==> config.mk <==
export PLATFORM = sky130hd
export DESIGN_NAME = pllc_ctrl
export DESIGN_NICKNAME = d
export VERILOG_FILES = /design/src/pllc_ctrl.v /design/src/pllc_reg_master.v /design/src/pllc_wait_timer.v
export VERILOG_INCLUDE_DIRS = /design/src /design/src/src
export SDC_FILE = /design/constraint.sdc
export NUM_CORES = 1
export LEC_CHECK = 0
export BUFFER_PORTS_ARGS = -buffer_cell sky130_fd_sc_hd__buf_2
export CORE_UTILIZATION = 35
export DETAILED_ROUTE_END_ITERATION = 7
export PLACE_DENSITY_LB_ADDON = 0.1
export SLEW_MARGIN = 5
export SYNTH_ARGS = -nofsm -noshare
export SYNTH_HDL_FRONTEND = slang
export SYNTH_HIERARCHICAL = 1
export SYNTH_SLANG_ARGS = --single-unit
==> constraint.sdc <==
create_clock -name clk_sys -period 6.6 [get_ports clk_sys]
set_input_delay 0 -clock clk_sys [delete_from_list [all_inputs] [get_ports clk_sys]]
set_output_delay 0 -clock clk_sys [all_outputs]
set_load 0.01 [all_outputs]
==> src/pllc_map.vh <==
`ifndef PLLC_MAP_VH
`define PLLC_MAP_VH
// ==========================================================
// Device register addresses and offsets
`define PLLC_BASE_ADDR      32'h4100_0000
`define PLLC_CSR_OFS        32'h0000_0100
`define PLLC_MULT_OFS       32'h0000_0110
`define PLLC_DIV0_OFS       32'h0000_0114
`define PLLC_DIV1_OFS       32'h0000_0118
`define PLLC_DIV2_OFS       32'h0000_011c
`define PLLC_DIV3_OFS       32'h0000_0120
`define PLLC_CMD_OFS        32'h0000_0138
`define PLLC_STAT_OFS       32'h0000_013c
`define PLLC_ALIGN_OFS      32'h0000_0140
`define PLLC_BRIDGE_ADDR    32'h4000_0024
// ==========================================================
// Field positions and values
`define PLLC_CSR_EN_BIT     0
`define PLLC_CSR_RST_BIT    3
`define PLLC_DIV_EN_BIT     15
`define PLLC_CMD_GO_BIT     0
`define PLLC_STAT_GO_BIT    0
`define PLLC_BRIDGE_RST_BIT 0
`define PLLC_ALIGN_ALL      32'h0000_0007
`define PLLC_MULT_RESET     5'h0d
`define PLLC_MULT_MIN       5'h04
`define PLLC_MULT_MAX       5'h19
`define PLLC_CORE_DIV_RESET 5'h01
`define PLLC_PERI_DIV_RESET 5'h02
`define PLLC_MEM_DIV_RESET  5'h03
// ==========================================================
// Frequency limits in kHz
`define PLLC_REF_MIN_KHZ    32'd12000
`define PLLC_REF_MAX_KHZ    32'd50000
`define PLLC_OUT_MIN_KHZ    32'd140000
`define PLLC_OUT_MAX_KHZ    32'd600000
// ==========================================================
// Timing
`define PLLC_CLK_PERIOD_PS  32'd4000
`define PLLC_RST_HOLD_NS    32'd125
`define PLLC_LOCK_TIME_NS   32'd187500
`define PLLC_RST_CYCLES     ((`PLLC_RST_HOLD_NS * 32'd1000 + \
   `PLLC_CLK_PERIOD_PS - 32'd1) / `PLLC_CLK_PERIOD_PS)
`define PLLC_LOCK_CYCLES    ((`PLLC_LOCK_TIME_NS * 32'd1000 + \
   `PLLC_CLK_PERIOD_PS - 32'd1) / `PLLC_CLK_PERIOD_PS)
`endif

==> src/pllc_ctrl.v <==
// Function
// The loop reference is oscillator and clock pin combined; one is quiet.
// After reset the loop is bypassed until loop enable is written to 1.
// Multiplier and all dividers get allowed values before loop enable.
// Loop reset is held asserted at least 125 ns during initialization.
// Enable waits 187.5 us of lock after pre-divider or multiplier change.
// The reference after the pre-divider stays between 12 MHz and 50 MHz.
// Multiplier resets to 13; only 4 through 25 is programmed.
// Loop output before the system dividers is 140 MHz to 600 MHz.
// The device makes four clocks, each with its own divider.
// Dividers reset to core by 1, peripheral by 2, memory interface by 3.
// The peripheral clock is one half, third or quarter of the core clock.
// All three alignment bits 2:0 are set to 1.
// Every system divider change is followed by a go command write.
// A loop change affecting system dividers is followed by a bridge reset.
// A loop output near the maximum is preferred for lower jitter.
// The device loads new ratios together at an aligned boundary on go.
`include "pllc_map.vh"
module pllc_ctrl #(
   parameter [31:0] LOCK_CYCLES = `PLLC_LOCK_CYCLES
) (
   input  wire        clk_sys,
   input  wire        reset,
   input  wire        ce,
   input  wire        start,
   input  wire [15:0] cfg_ref_khz,
   input  wire [4:0]  cfg_pre_div,
   input  wire [4:0]  cfg_mult,
   input  wire [4:0]  cfg_core_div,
   input  wire [4:0]  cfg_peri_div,
   input  wire [4:0]  cfg_mem_div,
   output wire        busy,
   output reg         done,
   output reg         cfg_error,
   output reg  [2:0]  error_code,
   output reg         loop_enabled,
   output wire [31:0] reg_addr,
   output wire [31:0] reg_wdata,
   output wire        reg_wr,
   output wire        reg_rd,
   input  wire [31:0] reg_rdata,
   input  wire        reg_ack
);
   // =======================================================
   // States
   localparam [4:0] S_IDLE      = 5'h00;
   localparam [4:0] S_CHECK     = 5'h01;
   localparam [4:0] S_BYPASS    = 5'h02;
   localparam [4:0] S_MULT      = 5'h03;
   localparam [4:0] S_DIV0      = 5'h04;
   localparam [4:0] S_DIV1      = 5'h05;
   localparam [4:0] S_DIV2      = 5'h06;
   localparam [4:0] S_DIV3      = 5'h07;
   localparam [4:0] S_RST_WAIT  = 5'h08;
   localparam [4:0] S_RELEASE   = 5'h09;
   localparam [4:0] S_LOCK_WAIT = 5'h0a;
   localparam [4:0] S_ALIGN     = 5'h0b;
   localparam [4:0] S_GO        = 5'h0c;
   localparam [4:0] S_GO_POLL   = 5'h0d;
   localparam [4:0] S_BR_ON     = 5'h0e;
   localparam [4:0] S_BR_OFF    = 5'h0f;
   localparam [4:0] S_ENABLE    = 5'h10;

   localparam [2:0] ERR_NONE  = 3'h0;
   localparam [2:0] ERR_MULT  = 3'h1;
   localparam [2:0] ERR_REF   = 3'h2;
   localparam [2:0] ERR_OUT   = 3'h3;
   localparam [2:0] ERR_RATIO = 3'h4;
   localparam [2:0] ERR_DIV   = 3'h5;

   localparam [31:0] RST_CYCLES = `PLLC_RST_CYCLES;

   // =======================================================
   // Registers
   reg  [4:0]  state_reg;
   reg  [4:0]  state_next;
   reg         acc_pend_reg;
   reg  [15:0] ref_reg;
   reg  [4:0]  pre_reg;
   reg  [4:0]  mult_reg;
   reg  [4:0]  core_reg;
   reg  [4:0]  peri_reg;
   reg  [4:0]  mem_reg;

   reg         acc_state;
   reg         acc_wr;
   reg  [31:0] acc_addr;
   reg  [31:0] acc_wdata;
   reg         tmr_load;
   reg  [31:0] tmr_value;
   reg  [2:0]  check_err;

   wire        acc_req;
   wire        acc_done;
   wire [31:0] acc_rdata;
   wire        tmr_expired;

   // =======================================================
   // Range checks
   wire [31:0] ref_w   = {16'h0000, ref_reg};
   wire [31:0] pre_w   = {27'h0000000, pre_reg};
   wire [31:0] ref_mul = ref_w * {27'h0000000, mult_reg};
   wire [6:0]  core_x2 = {1'b0, core_reg, 1'b0};
   wire [6:0]  core_x3 = {2'b00, core_reg} + {1'b0, core_reg, 1'b0};
   wire [6:0]  core_x4 = {core_reg, 2'b00};
   wire [6:0]  peri_w  = {2'b00, peri_reg};

   always @* begin
      check_err = ERR_NONE;
      if (pre_reg == 5'h00 || core_reg == 5'h00 ||
          peri_reg == 5'h00 || mem_reg == 5'h00) begin
         check_err = ERR_DIV;
      end else if (mult_reg < `PLLC_MULT_MIN ||
                   mult_reg > `PLLC_MULT_MAX) begin
         check_err = ERR_MULT;
      end else if (ref_w < `PLLC_REF_MIN_KHZ * pre_w ||
                   ref_w > `PLLC_REF_MAX_KHZ * pre_w) begin
         check_err = ERR_REF;
      end else if (ref_mul < `PLLC_OUT_MIN_KHZ * pre_w ||
                   ref_mul > `PLLC_OUT_MAX_KHZ * pre_w) begin
         check_err = ERR_OUT;
      end else if (peri_w != core_x2 && peri_w != core_x3 &&
                   peri_w != core_x4) begin
         check_err = ERR_RATIO;
      end
   end

   // =======================================================
   // Access selection per state
   function [31:0] div_word;
      input [4:0] ratio;
      begin
         div_word = 32'h0000_0000;
         div_word[`PLLC_DIV_EN_BIT] = 1'b1;
         div_word[4:0] = ratio - 5'h01;
      end
   endfunction

   always @* begin
      acc_state = 1'b1;
      acc_wr    = 1'b1;
      acc_addr  = `PLLC_BASE_ADDR + `PLLC_CSR_OFS;
      acc_wdata = 32'h0000_0000;
      case (state_reg)
         S_BYPASS: acc_wdata[`PLLC_CSR_RST_BIT] = 1'b1;
         S_MULT: begin
            acc_addr  = `PLLC_BASE_ADDR + `PLLC_MULT_OFS;
            acc_wdata = {27'h0000000, mult_reg - 5'h01};
         end
         S_DIV0: begin
            acc_addr  = `PLLC_BASE_ADDR + `PLLC_DIV0_OFS;
            acc_wdata = div_word(pre_reg);
         end
         S_DIV1: begin
            acc_addr  = `PLLC_BASE_ADDR + `PLLC_DIV1_OFS;
            acc_wdata = div_word(core_reg);
         end
         S_DIV2: begin
            acc_addr  = `PLLC_BASE_ADDR + `PLLC_DIV2_OFS;
            acc_wdata = div_word(peri_reg);
         end
         S_DIV3: begin
            acc_addr  = `PLLC_BASE_ADDR + `PLLC_DIV3_OFS;
            acc_wdata = div_word(mem_reg);
         end
         S_RELEASE: acc_wdata = 32'h0000_0000;
         S_ALIGN: begin
            acc_addr  = `PLLC_BASE_ADDR + `PLLC_ALIGN_OFS;
            acc_wdata = `PLLC_ALIGN_ALL;
         end
         S_GO: begin
            acc_addr  = `PLLC_BASE_ADDR + `PLLC_CMD_OFS;
            acc_wdata[`PLLC_CMD_GO_BIT] = 1'b1;
         end
         S_GO_POLL: begin
            acc_wr    = 1'b0;
            acc_addr  = `PLLC_BASE_ADDR + `PLLC_STAT_OFS;
         end
         S_BR_ON: begin
            acc_addr  = `PLLC_BRIDGE_ADDR;
            acc_wdata[`PLLC_BRIDGE_RST_BIT] = 1'b1;
         end
         S_BR_OFF: acc_addr = `PLLC_BRIDGE_ADDR;
         S_ENABLE: acc_wdata[`PLLC_CSR_EN_BIT] = 1'b1;
         default: begin
            acc_state = 1'b0;
         end
      endcase
   end

   assign acc_req = acc_state && !acc_pend_reg;
   assign busy    = (state_reg != S_IDLE);

   // =======================================================
   // Sequencer
   always @* begin
      state_next = state_reg;
      tmr_load   = 1'b0;
      tmr_value  = RST_CYCLES;
      case (state_reg)
         S_IDLE: begin
            if (start) begin
               state_next = S_CHECK;
            end
         end
         S_CHECK: begin
            state_next = (check_err != ERR_NONE) ? S_IDLE : S_BYPASS;
         end
         S_BYPASS: begin
            if (acc_done) begin
               tmr_load   = 1'b1;
               tmr_value  = RST_CYCLES;
               state_next = S_MULT;
            end
         end
         // Linear steps need consecutive state codes
         S_MULT, S_DIV0, S_DIV1, S_DIV2, S_DIV3, S_ALIGN, S_GO, S_BR_ON,
         S_BR_OFF: begin
            if (acc_done) begin
               state_next = state_reg + 5'h01;
            end
         end
         S_RST_WAIT: begin
            if (tmr_expired) begin
               state_next = S_RELEASE;
            end
         end
         S_RELEASE: begin
            if (acc_done) begin
               tmr_load   = 1'b1;
               tmr_value  = LOCK_CYCLES;
               state_next = S_LOCK_WAIT;
            end
         end
         S_LOCK_WAIT: begin
            if (tmr_expired) begin
               state_next = S_ALIGN;
            end
         end
         S_GO_POLL: begin
            if (acc_done && !acc_rdata[`PLLC_STAT_GO_BIT]) begin
               state_next = S_BR_ON;
            end
         end
         S_ENABLE: begin
            if (acc_done) begin
               state_next = S_IDLE;
            end
         end
         default: begin
            state_next = S_IDLE;
         end
      endcase
   end

   always @(posedge clk_sys or posedge reset) begin
      if (reset) begin
         state_reg    <= S_IDLE;
         acc_pend_reg <= 1'b0;
         ref_reg      <= 16'h0000;
         pre_reg      <= 5'h01;
         mult_reg     <= `PLLC_MULT_RESET;
         core_reg     <= `PLLC_CORE_DIV_RESET;
         peri_reg     <= `PLLC_PERI_DIV_RESET;
         mem_reg      <= `PLLC_MEM_DIV_RESET;
         done         <= 1'b0;
         cfg_error    <= 1'b0;
         error_code   <= ERR_NONE;
         loop_enabled <= 1'b0;
      end else if (ce) begin
         state_reg <= state_next;
         done      <= 1'b0;
         if (acc_req) begin
            acc_pend_reg <= 1'b1;
         end else if (acc_done) begin
            acc_pend_reg <= 1'b0;
         end
         if (state_reg == S_IDLE && start) begin
            ref_reg   <= cfg_ref_khz;
            pre_reg   <= cfg_pre_div;
            mult_reg  <= cfg_mult;
            core_reg  <= cfg_core_div;
            peri_reg  <= cfg_peri_div;
            mem_reg   <= cfg_mem_div;
            cfg_error <= 1'b0;
         end
         if (state_reg == S_CHECK) begin
            error_code <= check_err;
            if (check_err != ERR_NONE) begin
               cfg_error <= 1'b1;
               done      <= 1'b1;
            end
         end
         if (state_reg == S_BYPASS) begin
            loop_enabled <= 1'b0;
         end
         if (state_reg == S_ENABLE && acc_done) begin
            loop_enabled <= 1'b1;
            done         <= 1'b1;
         end
      end
   end

   // =======================================================
   // Submodules
   pllc_reg_master u_master (
      .clk_sys   (clk_sys),
      .reset     (reset),
      .ce        (ce),
      .req       (acc_req),
      .req_wr    (acc_wr),
      .req_addr  (acc_addr),
      .req_wdata (acc_wdata),
      .done      (acc_done),
      .rdata     (acc_rdata),
      .reg_addr  (reg_addr),
      .reg_wdata (reg_wdata),
      .reg_wr    (reg_wr),
      .reg_rd    (reg_rd),
      .reg_rdata (reg_rdata),
      .reg_ack   (reg_ack)
   );

   pllc_wait_timer u_timer (
      .clk_sys    (clk_sys),
      .reset      (reset),
      .ce         (ce),
      .load       (tmr_load),
      .load_value (tmr_value),
      .expired    (tmr_expired)
   );
endmodule // pllc_ctrl

==> src/pllc_reg_master.v <==
// ==========================================================
// Single access master on the device register port
module pllc_reg_master (
   input  wire        clk_sys,
   input  wire        reset,
   input  wire        ce,
   input  wire        req,
   input  wire        req_wr,
   input  wire [31:0] req_addr,
   input  wire [31:0] req_wdata,
   output reg         done,
   output reg  [31:0] rdata,
   output reg  [31:0] reg_addr,
   output reg  [31:0] reg_wdata,
   output reg         reg_wr,
   output reg         reg_rd,
   input  wire [31:0] reg_rdata,
   input  wire        reg_ack
);
   reg busy_reg;

   always @(posedge clk_sys or posedge reset) begin
      if (reset) begin
         busy_reg  <= 1'b0;
         done      <= 1'b0;
         rdata     <= 32'h0000_0000;
         reg_addr  <= 32'h0000_0000;
         reg_wdata <= 32'h0000_0000;
         reg_wr    <= 1'b0;
         reg_rd    <= 1'b0;
      end else if (ce) begin
         done <= 1'b0;
         if (!busy_reg) begin
            if (req) begin
               busy_reg  <= 1'b1;
               reg_addr  <= req_addr;
               reg_wdata <= req_wdata;
               reg_wr    <= req_wr;
               reg_rd    <= !req_wr;
            end
         end else if (reg_ack) begin
            busy_reg <= 1'b0;
            reg_wr   <= 1'b0;
            reg_rd   <= 1'b0;
            done     <= 1'b1;
            if (reg_rd) begin
               rdata <= reg_rdata;
            end
         end
      end
   end
endmodule // pllc_reg_master

==> src/pllc_wait_timer.v <==
// ==========================================================
// Down counter for sequencing waits
module pllc_wait_timer (
   input  wire        clk_sys,
   input  wire        reset,
   input  wire        ce,
   input  wire        load,
   input  wire [31:0] load_value,
   output wire        expired
);
   reg [31:0] count_reg;

   always @(posedge clk_sys or posedge reset) begin
      if (reset) begin
         count_reg <= 32'h0000_0000;
      end else if (ce) begin
         if (load) begin
            count_reg <= load_value;
         end else if (count_reg != 32'h0000_0000) begin
            count_reg <= count_reg - 32'h0000_0001;
         end
      end
   end

   assign expired = (count_reg == 32'h0000_0000) && !load;
endmodule // pllc_wait_timer

==> impl_metrics.yaml, run 1 <==
final_layout:
  layout_commonest_cell: "ha_1"
  layout_common_cells: "181 x ha_1, 146 x dfrtp_1, 136 x inv_1, 122 x nand2_1, 119 x buf_2"
  drive_gt1_share_pct: 19.5
  nets: 2185
  syn_to_final_growth_pct: 19.9
  n_antenna_cell: 0
  regArea_sq_um: 3860
  multiInputGateArea_sq_um: 10600
  nFillCells: 4217
grt:
  grt_pass1_wl_microns: 68600
  grt_pass1_vias: 12272
  antenna_found_initial: 0
  grt_use_total_pct: 19.9
  grt_max_degree: 70
  overflow: 0
clock_network:
  ctsRootBufferMaster: "clkbuf_16"
  cts_tree: "yes"
  clkTransAtPathRegs_ps: 70
  htreeDepth: 4
  cts_buffers: 17
  clkSinkCount: 154
  clk_latency_ps: 440
  cts_buffer_depth: 2
floorplanning:
  die_h_microns: 208
  die-width_microns: 208
  start_util_pct: 35.4
  die-area_sq_um: 43200
  core_area_sq_um: 41900
  io_pins: 151
  rows: 75
sta:
  max-slew-margin-rel_pct: 38.0
  hold_slack_ps: 189
  fin_crit_ps: 6520
  drv_slew: 0
  rsz0062_at_grt: "yes"
  fmax_mhz: 153
  worst_slack_ps: 84.7
  hold_viol_final: 0
  tightest_slew_ps: 930
  fin_skew_ps: 10.8
  period_share_pct: 98.7
  finalSetupViolations: 0
  fin_tns_setup_ps: 0
drt:
  wl_microns: 42300
  drtAntennaViolNets: 0
  dr.pass1.iters: 5
  drc_errors: 0
  drt_iter0_drc: 703
  vias_per_cell: 5.20
  wl_per_cell_microns: 17.5
  dr_total_vias: 12534
worst_hold_path:
  min_path_type: "input port to flip-flop"
outcome:
  outcome: "completed"
setup_path:
  cp_max_fo: 7
  critPathLaunchType: "flip-flop"
  cp.required_ps: 6890
  crit_type: "flip-flop to flip-flop"
  cp_data_arrival_time_ps: 6810
  cp-end-kind: "flip-flop"
place:
  gp_congestion: 0.857
  place_ws_ps: -133
  hpwlAfterDp_microns: 32100
  io_buffer_count: 119
synth:
  synthCells: 1612
  ys_warn_count: 6
  synth_area_sq_um: 14800
  synth_area_per_cell_sq_um: 9.20
run:
  drv_cap: 0
[final cells by class]
type,count,share of cell area (%)
clock buffers,19,2.43
clock inverters,13,0.900
inverters,146,3.08
multi-input cells,1320,59.8
flip-flops and latches,154,21.7
well taps,539,3.79
repair buffers,221,8.31
[critical path, stage by stage (launching register included)]
cell and delay (ps):
dfstp_2 590, and2_4 160, fa_1 420, fa_1 510, inv_2 40, fa_1 540
inv_2 50, ha_4 240, and3_4 170, a221o_1 370, o41ai_4 400, o2111ai_2 180
a21oi_2 200, o21bai_2 90, a211oi_2 230, o21bai_1 110, a21oi_2 180, xnor2_2 140
ha_1 270, nand4_1 150, a2111oi_2 60, a41oi_1 250, o211a_1 190, nand4_1 130
o211ai_4 290, nor4b_4 90, a221oi_2 250, o21ai_2 70
[stage by stage]
stage	util, %	cells	cell area (sq um)
after floorplan	-	1682	15100
after global placement	39.4	2326	16500
after detailed placement	39.4	2326	16500
after CTS	42.3	2409	17700
after global routing	42.5	2412	17800
final	42.5	2412	17800
[final timing paths]
check | cells after the start | slack (ps) | from | endpoint
max in group asynchronous | 4 | 5600 | reset | u_master/reg_wdata[8]$_DFFE_PP0P_
min reg2reg | 1 | 470 | loop_enabled$_DFFE_PP0P_ | loop_enabled$_DFFE_PP0P_
max | 27 | 80 | mult_reg[2]$_DFFE_PP1P_ | state_reg[1]$_DFFE_PP0P_
min | 4 | 190 | ce | u_timer/count_reg[1]$_DFFE_PP0P_
min in group asynchronous | 4 | 240 | reset | u_timer/count_reg[29]$_DFFE_PP0P_
max reg2reg | 27 | 80 | mult_reg[2]$_DFFE_PP1P_ | state_reg[1]$_DFFE_PP0P_
[what timing repair did]
item,CTS,global route
buffers inserted,7,4
setup endpoints to repair,6,6
pin swaps,36,31
hold buffers,45,0
resized for setup,21,21
hold endpoints to repair,191,0
[routing by layer]
layer	global-route usage (%)	wire, microns	vias to the layer above
met5	0	0	-
met4	4.37	595	0
met3	2.24	1120	31
met2	31.6	19400	195
met1	28.9	21100	6138
li1	-	-	6170
Power of run 1 is not shown: default switching activity piles up to over one toggle a cycle in this logic, so the estimate is an artifact.
==> run 2, diff against run 1 <==
--- a/config.mk
+++ b/config.mk
@@ -7,10 +7,12 @@
 export NUM_CORES = 1
 export LEC_CHECK = 0
 export BUFFER_PORTS_ARGS = -buffer_cell sky130_fd_sc_hd__buf_2
+export CELL_PAD_IN_SITES_DETAIL_PLACEMENT = 0
+export CELL_PAD_IN_SITES_GLOBAL_PLACEMENT = 1
 export CORE_UTILIZATION = 35
 export DETAILED_ROUTE_END_ITERATION = 7
 export PLACE_DENSITY_LB_ADDON = 0.1
-export SLEW_MARGIN = 5
+export SLEW_MARGIN = 10
 export SYNTH_ARGS = -nofsm -noshare
 export SYNTH_HDL_FRONTEND = slang
 export SYNTH_HIERARCHICAL = 1
==> constraint.sdc (replaced) <==
create_clock -name clk_sys -period 6.6 [get_ports clk_sys]
set_input_delay 1.32 -clock clk_sys [delete_from_list [all_inputs] [get_ports clk_sys]]
set_output_delay 1.32 -clock clk_sys [all_outputs]
set_load 0.01 [all_outputs]
==> run 2 against run 1 <==
  * Critical path depth is the same
  * Via count fell by 1.7%
  * Cell count fell by 1.6%
  * Hold slack improved by 280 ps
  * Clock skew is 3.2 ps lower
  * The flow now finishes with violations (setup timing)
  * Core utilization shrank 0.79 points
  * Flip-flop and latch count unchanged
  * Routed wire length fell by 0.34%
  * Non-clock buffer count decreased by 38
==> impl_metrics.yaml, run 2 (synthesis results as in run 1) <==
outcome:
  outcome: "finished, violations left"
  violations: "setup timing"
drt:
  drtAntennaViolNets: 0
  vias_per_cell: 5.19
  wl_microns: 42100
  drt_iter0_drc: 571
  wl_per_cell_microns: 17.7
  dr.pass1.iters: 5
  dr_total_vias: 12315
  drc_errors: 0
sta:
  fin_skew_ps: 7.55
  drv_slew: 0
  hold_viol_final: 0
  hold_slack_ps: 470
  tightest_slew_ps: 927
  rsz0062_at_grt: "yes"
  finalSetupViolations: 2
  fin_crit_ps: 6630
  worst_slack_ps: -30.3
  max-slew-margin-rel_pct: 38.2
  fin_tns_setup_ps: -59.6
  period_share_pct: 100
  fmax_mhz: 151
setup_path:
  cp_data_arrival_time_ps: 6960
  critPathLaunchType: "flip-flop"
  crit_path_start: "mult_reg[2]$_DFFE_PP1P_"
  regToRegSetupSlack_ps: -30
  rr_startpoint: "mult_reg[2]$_DFFE_PP1P_"
  crit_type: "flip-flop to flip-flop"
  r2r_end: "done$_DFFE_PP0P_"
  r2r_cells: 27
  cp_max_fo: 7
  cp.required_ps: 6930
  cp-end-kind: "flip-flop"
final_layout:
  layout_common_cells: "179 x ha_1, 146 x dfrtp_1, 139 x inv_1, 122 x nand2_1, 119 x buf_2"
  nets: 2147
  nFillCells: 4214
  layout_commonest_cell: "ha_1"
  drive_gt1_share_pct: 20.2
  regArea_sq_um: 3860
  multiInputGateArea_sq_um: 10700
  syn_to_final_growth_pct: 17.7
grt:
  overflow: 0
  grt_use_total_pct: 19.9
  grt_pass1_wl_microns: 68000
  antenna_found_initial: 0
  grt_pass1_vias: 12144
  grt_max_degree: 70
floorplanning:
  die-width_microns: 208
  die-area_sq_um: 43200
  die_h_microns: 208
  core_area_sq_um: 41900
  io_pins: 151
  rows: 75
  start_util_pct: 35.4
clock_network:
  cts_tree: "yes"
  ctsRootBufferMaster: "clkbuf_16"
  htreeDepth: 4
  cts_hold_buf: 0
  cts_buffers: 17
  clkTransAtPathRegs_ps: 70
  clk_latency_ps: 440
  cts_buffer_depth: 2
  clkSinkCount: 154
place:
  hpwlAfterDp_microns: 32300
  gp_congestion: 0.838
  io_buffer_count: 119
worst_hold_path:
  holdCritStartpoint: "loop_enabled$_DFFE_PP0P_"
  holdPathStages: 1
  min_path_type: "flip-flop to flip-flop"
  min_to: "loop_enabled$_DFFE_PP0P_"
run:
  drv_cap: 0
==> run 2: worst max path at each step <==
stage | end | cells after the start
after detailed placement | state_reg[1]$_DFFE_PP0P_ | 28
after CTS | state_reg[1]$_DFFE_PP0P_ | 27
after global placement | state_reg[1]$_DFFE_PP0P_ | 28
after floorplan | state_reg[1]$_DFFE_PP0P_ | 29
final | done$_DFFE_PP0P_ | 27
after global routing | state_reg[1]$_DFFE_PP0P_ | 27
==> run 2: cell type report <==
| class | count | share of cell area [%] |
|---|---|---|
| inverter | 146 | 3.14 |
| clock inverter | 11 | 1.05 |
| sequential | 154 | 22.1 |
| timing repair buffer | 183 | 6.18 |
| tap | 539 | 3.86 |
| multi-input combinational | 1320 | 61.0 |
| antenna | 1 | 0.0143 |
| clock buffer | 20 | 2.62 |
==> run 2: worst max-delay path: stages, from the launching register on <==
cell	delay (ps)
dfstp_2	620
and2_4	170
fa_1	420
fa_1	490
inv_1	50
fa_1	520
inv_2	50
ha_4	250
and3_4	160
a221o_1	390
o41ai_4	270
o2111ai_2	180
a21oi_2	200
o21bai_2	90
a211oi_2	220
o21bai_1	110
a21oi_2	180
xnor2_2	90
ha_1	300
nand4_1	220
a2111oi_4	360
a41oi_1	160
o211a_1	160
nand4_1	110
o211ai_4	120
nor4b_4	380
buf_4	180
o21ai_2	40
==> run 2: what timing repair did <==
action | in CTS | in global routing
pin swaps | 38 | 29
resized for setup | 23 | 14
setup buffers | 7 | 4
setup endpoints to repair | 6 | 6
==> run 2: metal layers <==
metal  vias up  global-route usage (%)  routed length (microns)
met5         -                       0                        0
met4         0                    4.34                      510
met3        28                    3.25                     1200
met2       166                    30.5                    18900
met1      6028                    29.2                    21500
li1       6093                       -                        -
==> run 2: metrics by stage <==
step                utilization, %  setup slack [ps]  instances  cell area, sq um
floorplan                        -              45.8       1682             15100
finish                        41.7             -30.3       2374             17500
global placement              39.6              -151       2335             16600
CTS                           41.5             -11.2       2371             17400
global route                  41.7              -391       2373             17500
detailed placement            39.6              -336       2335             16600
Power of run 2 is left out for the same reason.
